**src/inc/rstclk_pkg.sv**
```systemverilog
package rstclk_pkg;
  // apb register map (byte offsets)
  localparam logic [7:0] OFF_CLKCTL  = 8'h00;
  localparam logic [7:0] OFF_TRAPCTL = 8'h04;
  localparam logic [7:0] OFF_STATUS  = 8'h08;
  localparam logic [7:0] OFF_VECTOR  = 8'h0c;
  // clock_mode_control_reg fields
  localparam int BIT_FASTEN = 7;
  localparam int BIT_SLOWEN = 6;
  localparam int BIT_CLKSEL = 5;
  // trap control fields
  localparam int BIT_TRAPRAM   = 0;
  localparam int BIT_TRAPRESET = 1;
  // reset values
  localparam logic [7:0] CLKCTL_RST  = 8'hc0;
  localparam logic [1:0] TRAPCTL_RST = 2'h2;
  localparam logic [15:0] RESET_VECTOR = 16'hfffe;
  // timing: pulse length in fast-clock periods, min external low time
  localparam int PULSE_PERIODS  = 24;
  localparam int EXTMIN_PERIODS = 12;
  localparam int SYNC_CYCLES    = 4;
  localparam logic [4:0] PULSE_CYCLES = 5'(PULSE_PERIODS);
  localparam logic [4:0] EXTMIN_CYCLES = 5'(EXTMIN_PERIODS);
  localparam logic [2:0] SYNC_CNT = 3'(SYNC_CYCLES);

  typedef enum {MODE_FAST1, MODE_FAST2, MODE_SLOW_SINGLE_CLOCK_MODE, MODE_SYNC} mode_t;

  typedef struct packed {
    logic       psel;
    logic       penable;
    logic       pwrite;
    logic [7:0] paddr;
    logic [31:0] pwdata;
  } apb_req_t;

  typedef struct packed {
    logic        pready;
    logic [31:0] prdata;
    logic        pslverr;
  } apb_rsp_t;

  typedef struct packed {
    logic wdtTimeout;
    logic fetchValid;
    logic fetchSfr;
    logic fetchRam;
  } reset_src_t;
endpackage : rstclk_pkg

```
**src/rtl/pin_sync.sv**
```systemverilog
module pin_sync (
  input  wire logic sys_clk,
  input  wire logic rstn,
  input  wire logic din,
  output logic      dout
);
  typedef struct packed {
    logic stage1;
    logic stage2;
  } sync_t;
  sync_t st;
  sync_t next_st;
  always_comb begin
    next_st.stage1 = din;
    next_st.stage2 = st.stage1;
  end
  // resets low: the power-up pulse holds the pin low, and a high
  // reset value would fake a release on the first edges
  always_ff @(posedge sys_clk or negedge rstn) begin
    if (!rstn) begin
      st <= '0;
    end else begin
      st <= next_st;
    end
  end
  assign dout = st.stage2;
endmodule : pin_sync

```
**src/rtl/reset_and_clock_switch_control.sv**
```systemverilog
// Behaviour
// fast oscillator enable bit set starts the fast oscillator
// clearing clock select moves main clock from slow to fast source
// software waits warm-up time before clearing clock select
// after select clears, run on slow clock until clocks synchronise; the code also leaves the slow clock when syncCnt runs out
// reset pin low ends slow mode; restart in fast single-clock mode
// four reset sources; trap, watchdog, clock fault share malfunction path
// malfunction request drives reset pin low for at most 24 periods
// malfunction logic not cleared at power-up; may pulse up to 24
// reset loads vector, clears irq master, enables and pending latches
// reset clears prescaler and divider, leaves watchdog enabled
// external low on reset pin lasts at least 12 fast periods
// pin high again releases reset; execution starts at the vector
// fetch from sfr, or ram when selected, raises address trap
// trap action reset or interrupt, and trapped area, are selectable
// after trap reset, vector read then target instruction fetched
// clock fault reset on illegal oscillator enable clears
// oscillator whose disable caused the clock fault keeps running
// clock select 1 picks slow clock, 0 picks fast clock
// clearing fast enable stops fast oscillator unless fault results
// internal reset held while reset pin is sensed low
// malfunction requests during an active pulse merge into it
module reset_and_clock_switch_control (
  input  wire logic                  sys_clk,
  input  wire logic                  rstn,
  input  wire rstclk_pkg::apb_req_t  apbReq,
  output rstclk_pkg::apb_rsp_t       apbRsp,
  input  wire logic                  resetPinIn,
  output logic                       resetPinOut,
  output logic                       resetPinOe,
  input  wire rstclk_pkg::reset_src_t srcIn,
  input  wire logic                  clocksAligned,
  output logic                       fastOscRun,
  output logic                       slowOscRun,
  output logic                       mainClkSlow,
  output logic                       coreReset,
  output logic [15:0]                pcLoad,
  output logic                       pcLoadStrobe,
  output logic                       irqStateClear,
  output logic                       prescalerClear,
  output logic                       watchdogEnable,
  output logic                       trapIrq
);
  typedef struct packed {
    logic [7:0]           clkCtl;
    logic [1:0]           trapCtl;
    rstclk_pkg::mode_t    mode;
    logic [4:0]           pulseCnt;
    logic                 pulseOn;
    logic [2:0]           syncCnt;
    logic                 inReset;
    logic                 vecLoad;
    logic [2:0]           lastCause;
    logic [31:0]          rdata;
    logic                 trapIrq;
  } state_t;

  state_t st;
  state_t next_st;
  logic   pinLevel;
  logic   apbWrite;
  logic   apbRead;
  logic   addrTrap;
  logic   clkFault;
  logic   malfReq;
  logic [7:0] wrCtl;

  // external pin is asynchronous: two flops before anything reads it
  pin_sync u_pin_sync (
    .sys_clk (sys_clk),
    .rstn    (rstn),
    .din     (resetPinIn),
    .dout    (pinLevel)
  );

  assign apbWrite = apbReq.psel && apbReq.penable && apbReq.pwrite;
  assign apbRead  = apbReq.psel && !apbReq.penable && !apbReq.pwrite;
  assign wrCtl    = apbReq.pwdata[7:0];

  always_comb begin
    addrTrap = srcIn.fetchValid && (srcIn.fetchSfr ||
               (srcIn.fetchRam &&
                st.trapCtl[rstclk_pkg::BIT_TRAPRAM]));
    clkFault = 1'b0;
    if (apbWrite && apbReq.paddr == rstclk_pkg::OFF_CLKCTL) begin

      clkFault =
        (!wrCtl[rstclk_pkg::BIT_FASTEN] && !wrCtl[rstclk_pkg::BIT_SLOWEN]) ||
        (!wrCtl[rstclk_pkg::BIT_FASTEN] &&
         !st.clkCtl[rstclk_pkg::BIT_CLKSEL]) ||
        (!wrCtl[rstclk_pkg::BIT_SLOWEN] &&
         st.clkCtl[rstclk_pkg::BIT_CLKSEL]);
    end
    malfReq = (addrTrap && st.trapCtl[rstclk_pkg::BIT_TRAPRESET]) ||
              srcIn.wdtTimeout || clkFault;
  end

  always_comb begin
    next_st = st;
    next_st.vecLoad = 1'b0;
    next_st.trapIrq = addrTrap && !st.trapCtl[rstclk_pkg::BIT_TRAPRESET];
    next_st.rdata = 32'h0;
    // malfunction pulse; requests during a pulse are merged  see
    if (st.pulseOn) begin
      if (st.pulseCnt == 5'h01) begin
        next_st.pulseOn = 1'b0;
      end
      next_st.pulseCnt = st.pulseCnt - 5'h01;
    end else if (malfReq) begin
      next_st.pulseOn  = 1'b1;
      next_st.pulseCnt = rstclk_pkg::PULSE_CYCLES;
      next_st.lastCause = {clkFault, srcIn.wdtTimeout, addrTrap};
    end
    // software writes, ignored while the core is held in reset or a malfunction pulse runs
    if (apbWrite && !st.inReset && !st.pulseOn) begin
      case (apbReq.paddr)
        rstclk_pkg::OFF_CLKCTL: begin
          next_st.clkCtl = wrCtl;
          if (clkFault) begin
            // the oscillator that was switched off keeps running  see
            next_st.clkCtl[rstclk_pkg::BIT_FASTEN] =
              st.clkCtl[rstclk_pkg::BIT_FASTEN];
            next_st.clkCtl[rstclk_pkg::BIT_SLOWEN] =
              st.clkCtl[rstclk_pkg::BIT_SLOWEN];
            next_st.clkCtl[rstclk_pkg::BIT_CLKSEL] =
              st.clkCtl[rstclk_pkg::BIT_CLKSEL];
          end else if (wrCtl[rstclk_pkg::BIT_CLKSEL]) begin
            next_st.mode = rstclk_pkg::MODE_SLOW_SINGLE_CLOCK_MODE;
          end else if (st.mode == rstclk_pkg::MODE_SLOW_SINGLE_CLOCK_MODE) begin
            // relies on software having waited the warm-up  see
            next_st.mode    = rstclk_pkg::MODE_SYNC;
            next_st.syncCnt = rstclk_pkg::SYNC_CNT;
          end
        end
        rstclk_pkg::OFF_TRAPCTL: begin
          next_st.trapCtl = apbReq.pwdata[1:0];
        end
        default: begin
        end
      endcase
    end
    // bridge on the slow clock until both clocks line up or syncCnt runs out  see
    if (st.mode == rstclk_pkg::MODE_SYNC) begin
      if (clocksAligned || st.syncCnt == 3'h0) begin
        next_st.mode = rstclk_pkg::MODE_FAST2;
      end else begin
        next_st.syncCnt = st.syncCnt - 3'h1;
      end
    end
    if (apbRead) begin
      case (apbReq.paddr)
        rstclk_pkg::OFF_CLKCTL:  next_st.rdata = {24'h0, st.clkCtl};
        rstclk_pkg::OFF_TRAPCTL: next_st.rdata = {30'h0, st.trapCtl};
        rstclk_pkg::OFF_STATUS:
          next_st.rdata = {25'h0, st.lastCause, st.pulseOn,
                           st.mode == rstclk_pkg::MODE_SYNC,
                           st.clkCtl[rstclk_pkg::BIT_CLKSEL], st.inReset};
        rstclk_pkg::OFF_VECTOR:
          next_st.rdata = {16'h0, rstclk_pkg::RESET_VECTOR};
        default: next_st.rdata = 32'h0;
      endcase
    end
    // pin low (ours or external) holds the core in reset  see
    next_st.inReset = !pinLevel;
    if (!pinLevel) begin
      next_st.clkCtl  = rstclk_pkg::CLKCTL_RST;
      next_st.trapCtl = rstclk_pkg::TRAPCTL_RST;
      next_st.mode    = rstclk_pkg::MODE_FAST1;
      next_st.trapIrq = 1'b0;
    end
    // release: fetch vector, then its target  see
    if (st.inReset && pinLevel) begin
      next_st.vecLoad = 1'b1;
    end
  end

  // malfunction pulse state is loaded at power-up on purpose:
  // a full 24-cycle pin pulse follows power-on  see
  always_ff @(posedge sys_clk or negedge rstn) begin
    if (!rstn) begin
      st.clkCtl    <= rstclk_pkg::CLKCTL_RST;
      st.trapCtl   <= rstclk_pkg::TRAPCTL_RST;
      st.mode      <= rstclk_pkg::MODE_FAST1;
      st.pulseCnt  <= rstclk_pkg::PULSE_CYCLES;
      st.pulseOn   <= 1'b1;
      st.syncCnt   <= 3'h0;
      st.inReset   <= 1'b1;
      st.vecLoad   <= 1'b0;
      st.lastCause <= 3'h0;
      st.rdata     <= 32'h0;
      st.trapIrq   <= 1'b0;
    end else begin
      st <= next_st;
    end
  end

  assign apbRsp.pready  = 1'b1;
  assign apbRsp.pslverr = 1'b0;
  assign apbRsp.prdata  = st.rdata;
  // open drain: enable low while pulling the pin low  see
  assign resetPinOut    = 1'b0;
  assign resetPinOe     = !st.pulseOn;
  assign fastOscRun     = st.clkCtl[rstclk_pkg::BIT_FASTEN];
  assign slowOscRun     = st.clkCtl[rstclk_pkg::BIT_SLOWEN];
  // slow clock stays main during the sync bridge  see
  assign mainClkSlow    = st.mode == rstclk_pkg::MODE_SLOW_SINGLE_CLOCK_MODE ||
                          st.mode == rstclk_pkg::MODE_SYNC;
  assign coreReset      = st.inReset;
  assign pcLoad         = rstclk_pkg::RESET_VECTOR;
  assign pcLoadStrobe   = st.vecLoad;
  assign irqStateClear  = st.inReset;
  assign prescalerClear = st.inReset;
  assign watchdogEnable = 1'b1;
  assign trapIrq        = st.trapIrq;
endmodule : reset_and_clock_switch_control

```
**config.mk**
```make
export PLATFORM = sky130hd
export DESIGN_NAME = reset_and_clock_switch_control
export DESIGN_NICKNAME = d
export VERILOG_FILES = /design/src/inc/rstclk_pkg.sv /design/src/rtl/pin_sync.sv /design/src/rtl/reset_and_clock_switch_control.sv
export SDC_FILE = /design/constraint.sdc
export NUM_CORES = 1
export LEC_CHECK = 0
export ABC_AREA = 1
export ABC_CLOCK_PERIOD_IN_PS = 2700
export BUFFER_PORTS_ARGS = -buffer_cell sky130_fd_sc_hd__buf_4
export CORE_MARGIN = 2
export CORE_UTILIZATION = 45
export CTS_CLUSTER_DIAMETER = 200
export DETAILED_ROUTE_END_ITERATION = 6
export PLACE_DENSITY = 0.81
export SLEW_MARGIN = 30
export SYNTH_ARGS = -nofsm -noshare
export SYNTH_HDL_FRONTEND = slang
export SYNTH_SLANG_ARGS = --single-unit
```
**constraint.sdc**
```tcl
create_clock -name sys_clk -period 2.7 [get_ports sys_clk]
set_input_delay 0.27 -clock sys_clk [delete_from_list [all_inputs] [get_ports sys_clk]]
set_output_delay 0.27 -clock sys_clk [all_outputs]
set_load 0.005 [all_outputs]
```
==> impl_metrics.tcl <==
set metrics [dict create \
    critPathKind "flip-flop to output port" \
    synth_ff_type "dfrtp_1" \
    die-area_sq_um 8687 \
    slew-limit-headroom_pct 45.97 \
    yosysWarningCount 0 \
    finalInstanceArea_sq_um 3895 \
    boundaryPins 112 \
    post_cts_resize_count 0 \
    finClkSkew_ns 0.006017 \
    setup_tns_ns 0 \
    gr-usage-met2_pct 24.28 \
    synthXorXnorAreaFrac_pct 0.2446 \
    synth_seq_area_share_pct 47.76 \
    met1_usage_pct 17.80 \
    r2r_cells 8 \
    numCtsBuffers 9 \
    ir_drop_mv 0.2347 \
    dr.first_iter.drc_count 105 \
    synthSimpleGateAreaFrac_pct 26.90 \
    status "completed" \
    initial_core_util_pct 46.34 \
    multi_input_area_sq_um 1374 \
    vias 2395 \
    finalHoldWorstSlack_ns 0.02898 \
    first_pass_iters 4 \
    path_max_fanout 2 \
    cts_setup_buffers 0 \
    grt_antenna_before_repair 0 \
    clock-sinks 68 \
    muxShareOfSynthArea_pct 0 \
    insertion_delay_ns 0.34 \
    core-area_sq_um 7727 \
    die_h_um 93.21 \
    path_clk_slew_ns 0.06 \
    synth_seq_cells 68 \
    area_growth_pct 8.770 \
    powerDensity_nw_per_um2 558.9 \
    cts_hold_repair.buffers 0 \
    antenna_cells 0 \
    hold_viol_final 0 \
    cts_tree "yes" \
    rsz0062_at_grt "false" \
    hp-class "primary input to asynchronous set/reset pin" \
    fin_nets 454 \
    worstSetupStartpoint "st[59]" \
    grt_usage_pct 14.86 \
    max_cap_violations 0 \
    gr-max-usage-layer "met2" \
    clock_path_buffers 2 \
    start_kind "flip-flop" \
    place_congestion 0.8643 \
    power.leakage_nw 2.053 \
    htreeDepth 3 \
    finalCriticalPeriod_ns 1.746 \
    yosysUniqueCellTypes 36 \
    clock-root-buffer "clkbuf_8" \
    synth_compound_gate_area_share_pct 6.045 \
    synth_edf_count 0 \
    hpwl_mm 4.460 \
    wl_per_cell_um 12.25 \
    crit_path_end_kind "output port" \
    fp.dieW_um 93.21 \
    nFillCells 665 \
    overflow 0 \
    report.final.slew_viol_count 0 \
    detail-route-antenna-nets 0 \
    required_ns 2.43 \
    synth_top_family_by_area "simple AND/OR/NAND/NOR gates" \
    crit_arrival_ns 1.48 \
    rows 32 \
    post_drt_via_cell_ratio 4.743 \
    grt_pass1_vias 2253 \
    avgSynthCellArea_sq_um 9.811 \
    met3_usage_pct 3.465 \
    grt_pass1_wl_mm 10.08 \
    grt_max_degree 69 \
    synthesis.instances 365 \
    syn_area_sq_um 3581 \
    synth_fa_ha_area_share_pct 1.398 \
    fin_crit_sh_pct 64.65 \
    tightest_slew_ns 0.8105 \
    r2r-start "st[69]" \
    regArea_sq_um 1710 \
    layout-drive-gt1-share_pct 28.54 \
    portBuffers 51 \
    setup_viol 0 \
    async_flop_share_pct 100.0 \
    placed_area_sq_um 3726 \
    wirelength_mm 6.187 \
    max_freq_ghz 0.5729 \
    drc 0 \
]
## metrics by stage
step | power (W) | utilization (%) | worst slack, ns | instances
floorplan | 0.001405 | - | 1.187 | 399
global placement | 0.001455 | 48.22 | 0.9517 | 490
detailed placement | 0.001473 | 48.22 | 0.8961 | 490
CTS | 0.002197 | 50.40 | 0.9498 | 505
global route | 0.002306 | 50.40 | 0.8133 | 505
finish | 0.002177 | 50.40 | 0.9544 | 505
## cells by family (layout without fill, tap and decap cells)
kind of cell | after synthesis | count (layout)
AOI/OAI and AO/OA | 40 | 40
and+or+nand+nor | 154 | 154
DFF | 68 | 68
xor gates and xnor gates | 1 | 1
other | 2 | 36
adders and majority gates | 4 | 4
buffers and inverters | 96 | 100
## routing by layer
metal | vias to the layer above | wire (um)
met1 | 1138 | 2527
met5 | - | 0
met3 | 15 | 386
met2 | 95 | 3113
met4 | 0 | 159
li1 | 1147 | -
## worst max-delay path, stage by stage, from the launching register on
cell and delay (ns):
dfrtp_1 0.38, nor2_1 0.11, nand2_1 0.07, nor2_1 0.15, nand2_1 0.09, a21oi_1 0.20
buf_4 0.14
## flip-flops by register name (all words and copies together) (netlist names)
signal,count
u_pin_sync.next_st,1
apbRsp,9
pcLoadStrobe,1
slowOscRun,1
st,52
coreReset,1
u_pin_sync.dout,1
trapIrq,1
fastOscRun,1
## cell usage in the layout, fill, tap and decap left out, types with 2 or more instances in the layout
| cell | instances |
|---|---|
| clkbuf_1 | 2 |
| nor2_1 | 34 |
| nand4_1 | 4 |
| dfrtp_1 | 61 |
| o21ai_1 | 2 |
| nor3_1 | 3 |
| a21boi_1 | 2 |
| o21ai_0 | 12 |
| ha_1 | 4 |
| buf_4 | 52 |
| nand2_1 | 55 |
| o22ai_1 | 2 |
| a31oi_1 | 2 |
| inv_1 | 32 |
| a21oi_1 | 18 |
| nor3b_2 | 30 |
| nand2_4 | 3 |
| dfstp_2 | 7 |
| nor2_4 | 2 |
| clkinv_2 | 2 |
| conb_1 | 36 |
| nand3_1 | 16 |
| clkbuf_8 | 11 |
## cell usage after synthesis, types with 2 or more instances
master     n  area, sq um
dfrtp_1   61         1526
buf_4     55        412.9
nand2_1   55        206.5
nor2_1    34        127.6
inv_1     32        120.1
nor3b_2   30        375.4
a21oi_1   18        90.09
nand3_1   16        80.08
o21ai_0   12        60.06
dfstp_2    7        183.9
ha_1       4        50.05
nand4_1    4        25.02
buf_12     3        60.06
nand2_4    3        33.78
nor3_1     3        15.01
a21boi_1   2        15.01
a31oi_1    2        12.51
clkbuf_1   2        7.510
conb_1     2        7.510
nor2_4     2        22.52
o21ai_1    2        10.01
o22ai_1    2        12.51
## layout make-up
type,count,share of cell area [%]
flip-flops and latches,68,43.91
multi-input cells,235,35.27
repair buffers,52,10.02
clock buffers,13,4.080
well taps,102,3.277
inverters,33,3.180
clock inverters,2,0.2570
## worst paths after layout
path,end,slack (ns)
max,mainClkSlow,0.95
min,st[77],0.03
max reg2reg,st[39],0.97
min reg2reg,u_pin_sync.dout,0.36
max in group asynchronous,st[38],2.16
min in group sys_clk,u_pin_sync.next_st[0],0.04
## where the power goes
part           total [W]  switching [W]  leakage (nW)  internal (W)
clock network   0.000718       0.000342        0.0893      0.000376
registers        0.00116      0.0000599         0.911       0.00110
logic           0.000299       0.000181          1.05      0.000118
(Power assumes the default switching activity.)
